**src/design/disc_parity_pkg.sv**
```systemverilog
/*
  Constants for the disc link parity and error flag block.
  Assumes one 20 MHz clock domain and AXI4-Lite software access.
*/
package disc_parity_pkg;
  localparam int          CLK_PERIOD_NS  = 50;
  localparam int          SETTLE_TIME_NS = 400;
  localparam int          SETTLE_CYCLES  = (SETTLE_TIME_NS + CLK_PERIOD_NS - 1) / CLK_PERIOD_NS;
  localparam int          ADDR_BITS      = 21;
  localparam int          WORD_BITS      = 37;
  // register byte offsets
  localparam logic [7:0]  REG_CTRL       = 8'h00;
  localparam logic [7:0]  REG_STATUS     = 8'h04;
  localparam logic [7:0]  REG_CMDLOAD    = 8'h08;
  // control field positions
  localparam int          CMD_LSB        = 0;
  localparam int          EFE_BIT        = 2;
  localparam int          PIA_LSB        = 3;
  localparam int          CTRL_BITS      = 6;
  // status field positions
  localparam int          STAT_FER_BIT   = 0;
  localparam int          STAT_PER_BIT   = 1;
  localparam int          STAT_PAR_BIT   = 2;
  localparam int          STAT_PHASE_BIT = 3;
  localparam int          STAT_NOTOPR_BIT = 4;
  localparam logic [1:0]  CMD_NONE       = 2'h0;
  localparam logic [1:0]  CMD_RESET      = 2'h0;
  localparam logic [1:0]  AXI_OKAY       = 2'h0;
  localparam logic [1:0]  AXI_SLVERR     = 2'h2;
  typedef enum logic [1:0] {
    CMD_IDLE_C    = 2'b00,
    CMD_WRITE_C   = 2'b01,
    CMD_READ_C    = 2'b10,
    CMD_RDCMP_C   = 2'b11
  } cmd_code_t;
endpackage : disc_parity_pkg

```
**src/design/disc_parity.sv**
```systemverilog
/*
  Parity generation and checking, error flags and interrupt channel
  routing for the serial disc link. Assumes the sequencer supplies
  single-cycle write clocks and the link pulses are synchronous.
*/
// Implementation choices: the address map and the AXI4-Lite interface to the registers.
`timescale 1ns/10ps
module disc_parity
  import disc_parity_pkg::*;
#(
  parameter int ADDR_LEN = ADDR_BITS,
  parameter int WORD_LEN = WORD_BITS
) (
  // clock and reset
  input  wire logic        CLOCK,
  input  wire logic        RST_N,
  // AXI4-Lite slave
  input  wire logic [7:0]  S_AXI_AWADDR,
  input  wire logic        S_AXI_AWVALID,
  output logic             S_AXI_AWREADY,
  input  wire logic [31:0] S_AXI_WDATA,
  input  wire logic [3:0]  S_AXI_WSTRB,
  input  wire logic        S_AXI_WVALID,
  output logic             S_AXI_WREADY,
  output logic [1:0]       S_AXI_BRESP,
  output logic             S_AXI_BVALID,
  input  wire logic        S_AXI_BREADY,
  input  wire logic [7:0]  S_AXI_ARADDR,
  input  wire logic        S_AXI_ARVALID,
  output logic             S_AXI_ARREADY,
  output logic [31:0]      S_AXI_RDATA,
  output logic [1:0]       S_AXI_RRESP,
  output logic             S_AXI_RVALID,
  input  wire logic        S_AXI_RREADY,
  // sequencer side
  input  wire logic        FRAME_CLEAR_PULSE,
  input  wire logic        STATUS_CLEAR_PULSE,
  input  wire logic        ODD_WRITE_CLOCK,
  input  wire logic        SHIFT_STEP_PULSE,
  input  wire logic        PHASE_SET_PULSE,
  input  wire logic        ADDRESS_SENDING_STATE,
  input  wire logic        WORDS_REMAINING_LEVEL,
  input  wire logic        ACCUMULATOR_OUT_BIT,
  output logic             DATA_CLOCK_CHAIN,
  output logic             READ_ZERO_PULSE,
  output logic             READ_ONE_PULSE,
  output logic             CLEAR_BIT_TWO,
  // disc link
  input  wire logic        ODD_ZEROS_IN,
  input  wire logic        ODD_ONES_IN,
  output logic             ODD_ZEROS_LINE_PULSE,
  output logic             ODD_ONES_LINE_PULSE,
  input  wire logic        UNIT_OPERABLE_LEVEL,
  // interrupt request lines 1..7, index 0 unused
  output logic [7:0]       IRQ_REQUEST_LINES
);

  ////////////////////////////////////////////////////////////////////////////
  logic [1:0] command_code_ff;
  logic       efe_ff;
  logic [2:0] irq_channel_assign_ff;
  logic       parity_accumulator_ff;
  logic       parity_phase_flag_ff;
  logic       file_error_flag_ff;
  logic       parity_error_flag_ff;
  logic [1:0] zeros_sync_ff;
  logic [1:0] ones_sync_ff;
  logic       zeros_prev_ff;
  logic       ones_prev_ff;
  logic       step2_pend_ff;
  logic [3:0] settle_cnt_ff;

  logic       reading;
  logic       write_level;
  logic       zeros_edge;
  logic       ones_edge;
  logic       read_zero;
  logic       read_one;
  logic       step2;
  logic       shift_data;
  logic       irq_request_level;
  logic       command_change_enable;

  assign reading     = command_code_ff[1];
  assign write_level = (command_code_ff == CMD_WRITE_C);

  ////////////////////////////////////////////////////////////////////////////
  // link input synchronisers and edge detect
  always_ff @(posedge CLOCK) begin
    if (!RST_N) begin
      zeros_sync_ff <= 2'h0;
      ones_sync_ff  <= 2'h0;
      zeros_prev_ff <= 1'b0;
      ones_prev_ff  <= 1'b0;
    end else begin
      zeros_sync_ff <= {zeros_sync_ff[0], ODD_ZEROS_IN};
      ones_sync_ff  <= {ones_sync_ff[0], ODD_ONES_IN};
      zeros_prev_ff <= zeros_sync_ff[1];
      ones_prev_ff  <= ones_sync_ff[1];
    end
  end

  assign zeros_edge = zeros_sync_ff[1] && !zeros_prev_ff;
  assign ones_edge  = ones_sync_ff[1] && !ones_prev_ff;
  assign read_zero  = zeros_edge && reading && WORDS_REMAINING_LEVEL;
  assign read_one   = ones_edge && reading && WORDS_REMAINING_LEVEL;

  always_comb begin
    READ_ZERO_PULSE  = read_zero;
    READ_ONE_PULSE   = read_one;
    DATA_CLOCK_CHAIN = read_zero || read_one;
    // read-compare keeps the bit
    CLEAR_BIT_TWO    = read_zero && (command_code_ff == CMD_READ_C);
  end

  ////////////////////////////////////////////////////////////////////////////
  // second clock step: on reads it follows the line pulse after the settle
  // delay so the accumulator has toggled first; on writes it follows the
  // sequencer's write clock after the same delay.
  always_ff @(posedge CLOCK) begin
    if (!RST_N) begin
      step2_pend_ff <= 1'b0;
      settle_cnt_ff <= 4'h0;
    end else if (DATA_CLOCK_CHAIN || (ODD_WRITE_CLOCK && !reading)) begin
      step2_pend_ff <= 1'b1;
      settle_cnt_ff <= 4'(SETTLE_CYCLES - 1);
    end else if (step2_pend_ff && settle_cnt_ff != 4'h0) begin
      settle_cnt_ff <= settle_cnt_ff - 4'h1;
    end else begin
      step2_pend_ff <= 1'b0;
    end
  end

  assign step2      = (step2_pend_ff && settle_cnt_ff == 4'h0) || SHIFT_STEP_PULSE;
  assign shift_data = step2 && !parity_phase_flag_ff;

  ////////////////////////////////////////////////////////////////////////////
  // parity phase: set at the step of the bit before parity
  always_ff @(posedge CLOCK) begin
    if (!RST_N || FRAME_CLEAR_PULSE) begin
      parity_phase_flag_ff <= 1'b0;
    end else if (step2 && parity_phase_flag_ff) begin
      parity_phase_flag_ff <= 1'b0;
    end else if (PHASE_SET_PULSE) begin
      parity_phase_flag_ff <= 1'b1;
    end
  end

  // parity accumulator
  always_ff @(posedge CLOCK) begin
    if (!RST_N || FRAME_CLEAR_PULSE) begin
      parity_accumulator_ff <= 1'b0;
    end else if (step2 && parity_phase_flag_ff) begin
      parity_accumulator_ff <= 1'b0;
    end else if (reading && read_one) begin
      parity_accumulator_ff <= !parity_accumulator_ff;
    end else if (shift_data && ACCUMULATOR_OUT_BIT
                 && (ADDRESS_SENDING_STATE || write_level)) begin
      parity_accumulator_ff <= !parity_accumulator_ff;
    end
  end

  // outgoing line pulses; parity bit is complement of accumulator
  always_comb begin
    ODD_ZEROS_LINE_PULSE = ODD_WRITE_CLOCK &&
      ((!parity_phase_flag_ff && !ACCUMULATOR_OUT_BIT) ||
       (parity_phase_flag_ff && parity_accumulator_ff));
    ODD_ONES_LINE_PULSE = ODD_WRITE_CLOCK &&
      ((!parity_phase_flag_ff && ACCUMULATOR_OUT_BIT) ||
       (parity_phase_flag_ff && !parity_accumulator_ff));
  end

  ////////////////////////////////////////////////////////////////////////////
  // error flags; set wins over the status clear
  always_ff @(posedge CLOCK) begin
    if (!RST_N) begin
      parity_error_flag_ff <= 1'b0;
    end else if (step2 && parity_phase_flag_ff && command_code_ff[1]
                 && !parity_accumulator_ff) begin
      parity_error_flag_ff <= 1'b1;
    end else if (STATUS_CLEAR_PULSE) begin
      parity_error_flag_ff <= 1'b0;
    end
  end

  // file error is a level from the unit; the register only holds it
  // once the unit recovers, so the flag shows without waiting a clock
  always_ff @(posedge CLOCK) begin
    if (!RST_N) begin
      file_error_flag_ff <= 1'b0;
    end else if (!UNIT_OPERABLE_LEVEL) begin
      file_error_flag_ff <= 1'b1;
    end else if (STATUS_CLEAR_PULSE) begin
      file_error_flag_ff <= 1'b0;
    end
  end

  logic file_error;
  assign file_error = file_error_flag_ff || !UNIT_OPERABLE_LEVEL;

  assign irq_request_level = efe_ff && (file_error || parity_error_flag_ff);

  // request line n low-true grounded: here driven high when asserted
  always_comb begin
    IRQ_REQUEST_LINES = 8'h00;
    if (irq_request_level && irq_channel_assign_ff != 3'h0) begin
      IRQ_REQUEST_LINES[irq_channel_assign_ff] = 1'b1;
    end
  end

  ////////////////////////////////////////////////////////////////////////////
  // AXI4-Lite slave: write taken when both address and data are present
  logic aw_ok;
  logic do_write;
  assign command_change_enable = UNIT_OPERABLE_LEVEL;
  assign aw_ok         = S_AXI_AWVALID && S_AXI_WVALID && !S_AXI_BVALID;
  assign S_AXI_AWREADY = aw_ok;
  assign S_AXI_WREADY  = aw_ok;
  assign do_write      = aw_ok;

  always_ff @(posedge CLOCK) begin
    if (!RST_N) begin
      command_code_ff       <= CMD_RESET;
      efe_ff                <= 1'b0;
      irq_channel_assign_ff <= 3'h0;
    end else if (do_write && S_AXI_AWADDR == REG_CMDLOAD && S_AXI_WSTRB[0]) begin
      efe_ff                <= S_AXI_WDATA[EFE_BIT];
      irq_channel_assign_ff <= S_AXI_WDATA[PIA_LSB +: 3];
      if (command_change_enable) begin
        command_code_ff <= S_AXI_WDATA[CMD_LSB +: 2];
      end
    end
  end

  always_ff @(posedge CLOCK) begin
    if (!RST_N) begin
      S_AXI_BVALID <= 1'b0;
      S_AXI_BRESP  <= AXI_OKAY;
    end else if (do_write) begin
      S_AXI_BVALID <= 1'b1;
      S_AXI_BRESP  <= (S_AXI_AWADDR == REG_CMDLOAD) ? AXI_OKAY : AXI_SLVERR;
    end else if (S_AXI_BREADY) begin
      S_AXI_BVALID <= 1'b0;
    end
  end

  assign S_AXI_ARREADY = !S_AXI_RVALID;

  always_ff @(posedge CLOCK) begin
    if (!RST_N) begin
      S_AXI_RVALID <= 1'b0;
      S_AXI_RDATA  <= 32'h0;
      S_AXI_RRESP  <= AXI_OKAY;
    end else if (S_AXI_ARVALID && S_AXI_ARREADY) begin
      S_AXI_RVALID <= 1'b1;
      S_AXI_RRESP  <= AXI_OKAY;
      S_AXI_RDATA  <= 32'h0;
      unique case (S_AXI_ARADDR)
        REG_CTRL, REG_CMDLOAD: begin
          S_AXI_RDATA[CTRL_BITS-1:0] <= {irq_channel_assign_ff, efe_ff, command_code_ff};
        end
        REG_STATUS: begin
          S_AXI_RDATA[STAT_FER_BIT]    <= file_error;
          S_AXI_RDATA[STAT_PER_BIT]    <= parity_error_flag_ff;
          S_AXI_RDATA[STAT_PAR_BIT]    <= parity_accumulator_ff;
          S_AXI_RDATA[STAT_PHASE_BIT]  <= parity_phase_flag_ff;
          S_AXI_RDATA[STAT_NOTOPR_BIT] <= !UNIT_OPERABLE_LEVEL;
        end
        default: begin
          S_AXI_RRESP <= AXI_SLVERR;
        end
      endcase
    end else if (S_AXI_RREADY) begin
      S_AXI_RVALID <= 1'b0;
    end
  end
endmodule : disc_parity

```
**config.mk**
```make
export PLATFORM = sky130hd
export DESIGN_NAME = disc_parity
export DESIGN_NICKNAME = d
export VERILOG_FILES = /design/src/design/disc_parity_pkg.sv /design/src/design/disc_parity.sv
export SDC_FILE = /design/constraint.sdc
export NUM_CORES = 1
export LEC_CHECK = 0
export ABC_AREA = 1
export BUFFER_PORTS_ARGS = -buffer_cell sky130_fd_sc_hd__buf_2
export CORE_MARGIN = 10
export CORE_UTILIZATION = 41
export CTS_CLUSTER_SIZE = 24
export DETAILED_ROUTE_END_ITERATION = 6
export PLACE_DENSITY = 0.85
export RECOVER_POWER = 100
export SLEW_MARGIN = 0
export SYNTH_ARGS = -nofsm -noshare
export SYNTH_HDL_FRONTEND = slang
export SYNTH_SLANG_ARGS = --single-unit
```
**constraint.sdc**
```tcl
create_clock -name CLOCK -period 1.6 [get_ports CLOCK]
set_input_delay 0 -clock CLOCK [delete_from_list [all_inputs] [get_ports CLOCK]]
set_output_delay 0 -clock CLOCK [all_outputs]
set_load 0.05 [all_outputs]
```
==> impl_metrics.yaml, run 1 <==
status:
  status: "finished clean"
routing:
  drtIter0Drc: 100
  route.vias.total: 1759
  postRouteWirelength_um: 4700
  wl_per_cell_um: 12.0
  vias_per_cell: 4.49
  drcViolationCount: 0
  firstDrtPassIters: 4
  postRouteAntennaNets: 0
synth:
  synth-compound-area-share: 0.0780
  synthAdderAreaFrac: 0.00703
  yosysUniqueCellTypes: 30
  ys_seq_elements: 31
  netlist_area_um2: 1780
  yosysWarnings: 0
  synth.mux.area_fraction: 0
  synth-simple-area-share: 0.326
  synth_top_family_by_area: "simple AND/OR/NAND/NOR gates"
  synth_xor_area_frac: 0.00492
  ys_seq_area_frac: 0.349
  syn_avg_cell_area_um2: 6.77
  syn_inst: 263
layout:
  syn_to_final_growth_pct: 24.2
  stdcell_area_um2: 2210
  final_cells: 392
  final_util: 0.538
  diodes: 0
  drive_gt1_frac: 0.222
  final_nets: 412
sta:
  fin_crit_ns: 1.46
  rsz0062_at_grt: "false"
  finalSetupTns_ns: 0
  max_freq_mhz: 683
  final-hold-violation-count: 0
  worst_slack_ns: 0.136
  setup_viol: 0
  finClkSkew_ns: 0.00504
  worst_hold_slack_ns: 0.0118
  maxSlewHeadroom: 0.554
  worst_pin_slew_ns: 0.667
  drv_slew: 0
  post-route-period-util: 0.915
floorplanning:
  die_w_um: 85.9
  dieHeight_um: 85.9
  num_rows: 23
  boundaryPins: 125
  dieArea_um2: 7380
  core-area_um2: 4120
  start_util: 0.433
hold_path:
  min_from: "S_AXI_BREADY"
  hold_class: "in2reg"
  whs_endpoint: "S_AXI_BVALID$_SDFFE_PN0P_"
  min_path_cells: 4
power:
  p_leak_nw: 1.19
  ir_drop_mv: 0.409
  powerDensity_nw_per_um2: 895
  power_mw: 1.98
grt:
  grt_use_total: 0.131
  grt_max_degree: 17
  grt_pass1_wl_um: 8070
  grt_pass1_vias: 1853
  antenna_found_initial: 0
  grt_overflow: 0
setup_path:
  path_class: "reg2out"
  critical_path.max_fanout: 7
  rr_startpoint: "settle_cnt_ff[1]$_SDFFE_PN0P_"
  ff2ff_path_depth: 9
  rrSetupSlack_ns: 0.23
  start_kind: "flop"
  critical_path_arrival_ns: 1.46
  crit_path_end_kind: "output pin"
  r2r-end: "settle_cnt_ff[0]$_SDFFE_PN0P_"
  crit_required_ns: 1.60
placed_design:
  placedCellCount: 373
  routabilityCongestion: 0.825
  portBuffers: 66
  placed_area_um2: 2030
  place_ws_ns: 0.300
  dp_hpwl_um: 3750
clock_network:
  cts_tree: "built"
  h-tree-depth: 2
  cts.sinks: 31
  cts_root_buf: "clkbuf_8"
  worstSkewPairLatency_ns: 0.28
  cts_made_buffers: 5
  clockBufferDepth: 2
  cts.clk_slew.worst_paths_ns: 0.06
job:
  max_cap_violations: 0
flip-flops by register name, summed over array words and instances, names as in the netlist, 2 cells and up:
name,count
command_code_ff,2
irq_channel_assign_ff,3
S_AXI_RDATA,6
zeros_sync_ff,2
ones_sync_ff,2
settle_cnt_ff,4
timing repair:
item / 4_1_cts / 5_1_grt
buffers inserted: 0 / 0
gates resized for setup: 1 / 5
hold buffers: 11 / 0
hold endpoints to repair: 10 / 0
endpoints found under the setup margin: 1 / 5
cells by family (layout without fill, tap and decap cells):
group	count (synthesis)	after routing
buffers and inverters	79	130
AOI/OAI and AO/OA	25	25
and+or+nand+nor	125	125
adders and majority gates	1	1
DFF	31	31
xor gates and xnor gates	1	1
other	1	29
power breakdown:
group          leakage (nW)  total (mW)  switching [mW]  internal (mW)
clock                0.0515       0.668           0.276          0.392
combinational         0.882       0.485           0.371          0.114
sequential            0.256       0.828          0.0188          0.810
total                  1.19        1.98           0.666           1.32
Yosys cell counts:
master	number	share of area
a211oi_1	1	0.0042
a21oi_1	15	0.042
a21oi_2	1	0.0049
buf_2	2	0.0056
buf_4	31	0.13
clkbuf_1	1	0.0021
clkinv_1	1	0.0021
conb_1	1	0.0021
dfxtp_1	31	0.35
ha_1	1	0.0070
inv_1	35	0.074
inv_2	9	0.019
nand2_1	50	0.11
nand3_1	22	0.062
nand3_2	3	0.017
nand3b_1	1	0.0042
nand4_1	2	0.0070
nand4_2	1	0.0070
nor2_1	32	0.067
nor2_2	2	0.0070
nor2_4	2	0.013
nor3_1	6	0.017
nor3_2	1	0.0056
nor3b_2	1	0.0070
o21a_1	3	0.013
o21ai_0	2	0.0056
o21ai_1	3	0.0084
or2_0	1	0.0035
or2_2	1	0.0035
xor2_1	1	0.0049
routing by layer:
metal | vias to the layer above | part of all wire | track usage
li1 | 909 | - | -
met1 | 783 | 0.38 | 0.121
met2 | 61 | 0.50 | 0.240
met3 | 6 | 0.11 | 0.0719
met4 | 0 | 0.012 | 0.0404
met5 | - | 0 | 0
worst max path at each step:
stage | start | endpoint | slack [ns] | cells past startpoint
after floorplan | irq_channel_assign_ff[0]$_SDFFE_PN0P_ | IRQ_REQUEST_LINES[2] | -0.14 | 4
after global placement | settle_cnt_ff[0]$_SDFFE_PN0P_ | settle_cnt_ff[0]$_SDFFE_PN0P_ | 0.32 | 9
after detailed placement | settle_cnt_ff[0]$_SDFFE_PN0P_ | settle_cnt_ff[0]$_SDFFE_PN0P_ | 0.30 | 9
after CTS | irq_channel_assign_ff[1]$_SDFFE_PN0P_ | IRQ_REQUEST_LINES[1] | 0.06 | 7
after global routing | irq_channel_assign_ff[2]$_SDFFE_PN0P_ | IRQ_REQUEST_LINES[4] | 0.005 | 5
final | irq_channel_assign_ff[2]$_SDFFE_PN0P_ | IRQ_REQUEST_LINES[7] | 0.14 | 5
final cells by class:
class / count / area, um2
flip-flops and latches: 31 / 623
repair buffers: 77 / 433
well taps: 50 / 62.6
inverters: 45 / 169
clock buffers: 8 / 100
multi-input cells: 181 / 825
fillers: 447 / 1900
worst max-delay path, stage by stage, from the launching register on:
cell and delay, ns:
dfxtp_1 0.40, inv_1 0.09, nand3_1 0.10, nand3_2 0.15
nor3_1 0.16, buf_2 0.29
layout by cell type (no fill, tap or decap):
cell / count
nand3_2: 2
nand3b_1: 1
clkbuf_8: 7
inv_2: 6
clkbuf_4: 2
nor3_2: 1
ha_1: 1
or2_2: 1
clkbuf_2: 8
nor3b_2: 1
nor2_2: 1
dfxtp_2: 2
nand2_1: 50
o21ai_0: 4
dlygate4sd3_1: 11
inv_1: 38
buf_2: 43
o21ai_1: 1
o21a_1: 3
a211oi_1: 1
clkinv_1: 1
nor2_4: 1
nor3_1: 6
dfxtp_1: 29
buf_4: 1
conb_1: 29
clkbuf_1: 13
a21oi_1: 16
nand4_1: 3
nor2_1: 34
nand3_1: 23
or2_0: 1
xor2_1: 1
Note: power is estimated with default switching activity, not from simulation.
==> run 2, diff against run 1 <==
- CORE_ASPECT_RATIO: unset -> 0.5
==> run 2 against run 1 <==
Die area rose by 2.2%. Critical endpoint is now IRQ_REQUEST_LINES[4]. Largest cell class unchanged. Sequential cell count is the same. Hold slack gained 0.0027 ns. Clock power shrank 6.6%. Critical path type unchanged. Clock skew is essentially flat. Via count is 1.8% higher. Setup slack lost 0.031 ns.
==> impl_metrics.yaml, run 2 (synthesized netlist as in run 1, its figures left out) <==
routing:
  firstDrtPassIters: 4
  route.vias.total: 1791
  drtIter0Drc: 85
  postRouteWirelength_um: 4730
  postRouteAntennaNets: 0
  drcViolationCount: 0
  wl_per_cell_um: 11.9
  vias_per_cell: 4.51
layout:
  top_regs: "S_AXI_RDATA: 6 flops, settle_cnt_ff: 4 flops, irq_channel_assign_ff: 3 flops"
  top_register: "S_AXI_RDATA"
  final_util: 0.547
  drive_gt1_frac: 0.231
  syn_to_final_growth_pct: 24.2
  final_cell_mix: "50 x nand2_1, 42 x buf_2, 38 x inv_1"
  largest_reg_flops: 6
  final_nets: 413
  layout_commonest_cell: "nand2_1"
power:
  ir_drop_mv: 0.465
  p_switching_mw: 0.680
  clkPwrFrac: 0.321
  combinationalPowerShare: 0.252
  internal-power_mw: 1.26
  powerDensity_nw_per_um2: 878
  seqPwrFrac: 0.426
  p_leak_nw: 1.19
  power_mw: 1.94
  netSwitchingFraction: 0.350
placed_design:
  dp_hpwl_um: 3580
  place_ws_ns: 0.266
  routabilityCongestion: 0.811
  portBuffers: 66
floorplanning:
  die_w_um: 113
  core-area_um2: 4040
  dieArea_um2: 7540
  start_util: 0.440
  num_rows: 16
  boundaryPins: 125
  dieHeight_um: 66.6
clock_network:
  cts_root_buf: "clkbuf_8"
  cts_made_buffers: 5
  cts.sinks: 31
  cts_tree: "built"
  worstSkewPairLatency_ns: 0.29
  clockBufferDepth: 2
  cts.clk_slew.worst_paths_ns: 0.06
  h-tree-depth: 2
sta:
  final-hold-violation-count: 0
  worst_slack_ns: 0.105
  fin_crit_ns: 1.49
  finClkSkew_ns: 0.00511
  rsz0062_at_grt: "false"
  worst_hold_slack_ns: 0.0145
  worst_pin_slew_ns: 0.621
  maxSlewHeadroom: 0.588
  finalSetupTns_ns: 0
  max_freq_mhz: 669
  post-route-period-util: 0.934
  setup_viol: 0
  drv_slew: 0
grt:
  grt_pass1_wl_um: 7580
  busiest_layer: "met2"
  grt_max_degree: 17
  grt_overflow: 0
  grt.met3_usage: 0.0652
  met2_usage: 0.217
  grt_pass1_vias: 1707
  grt_use_total: 0.122
  grt.met1_usage: 0.112
  antenna_found_initial: 1
setup_path:
  crit_chain: "inv_2 > nand3_1 > nand3_2 > nor3_1 > buf_2"
  rr_startpoint: "settle_cnt_ff[0]$_SDFFE_PN0P_"
  crit_path_end_kind: "output pin"
  cpPeakStageDelay_ns: 0.39
  critical_path_arrival_ns: 1.49
  cp-startpoint: "irq_channel_assign_ff[0]$_SDFFE_PN0P_"
  start_kind: "flop"
  crit_slowest_cell: "dfxtp_2"
  crit_required_ns: 1.60
  path_class: "reg2out"
  critical_path.max_fanout: 7
status:
  status: "finished clean"
hold_path:
  hold_class: "in2reg"
  min_from: "S_AXI_BREADY"
job:
  max_cap_violations: 0
run 2: cell count changes in the layout (fill, tap and decap cells not counted), sizes merged:
cell	delta
buf	-1
clkinv	+1
diode	+1
run 2: worst paths after layout:
check             slack, ns                             to  cells past startpoint
setup / recovery       0.11           IRQ_REQUEST_LINES[4]                      5
hold / removal         0.01      S_AXI_BVALID$_SDFFE_PN0P_                      4
setup reg to reg       0.20  settle_cnt_ff[0]$_SDFFE_PN0P_                      9
hold reg to reg        0.41    zeros_sync_ff[1]$_SDFF_PN0_                      2
run 2: final cells by class:
| cell class | instances | area [um2] |
|---|---|---|
| diodes | 1 | 2.50 |
| fillers | 380 | 1830 |
| clock buffers | 6 | 82.6 |
| inverters | 45 | 169 |
| well taps | 54 | 67.6 |
| repair buffers | 78 | 437 |
| flip-flops and latches | 31 | 624 |
| clock inverters | 1 | 5.00 |
| multi-input cells | 181 | 825 |
run 2: routing by layer:
metal / part of all wire / vias to the layer above
li1: - / 910
met1: 0.36 / 802
met2: 0.49 / 72
met3: 0.13 / 7
met4: 0.018 / 0
met5: 0 / -
run 2: timing repair:
action,in CTS,in global routing
setup endpoints to repair,0,6
gates resized for setup,0,4
buffers inserted,0,0
hold buffers,11,0
hold endpoints to repair,11,0
run 2: metrics by stage:
step	area (um2)	instances
final	2210	397
after CTS	2240	396
after global placement	2040	378
after global routing	2210	397
after detailed placement	2040	378
after floorplan	1890	291
run 2: power groups by stage:
| stage | combinational, mW | sequential (mW) | clock (mW) |
|---|---|---|---|
| after floorplan | 0.368 | 0.904 | 0 |
| after global placement | 0.467 | 0.844 | 0 |
| after detailed placement | 0.473 | 0.846 | 0 |
| after CTS | 0.498 | 0.828 | 0.632 |
| after global routing | 0.531 | 0.831 | 0.665 |
| final | 0.490 | 0.828 | 0.624 |
run 2: worst max-delay path, delay by kind of cell (launching register included):
kind | cells | cell delay (ns)
buf+inv | 2 | 0.38
simple gates | 3 | 0.44
flops | 1 | 0.39
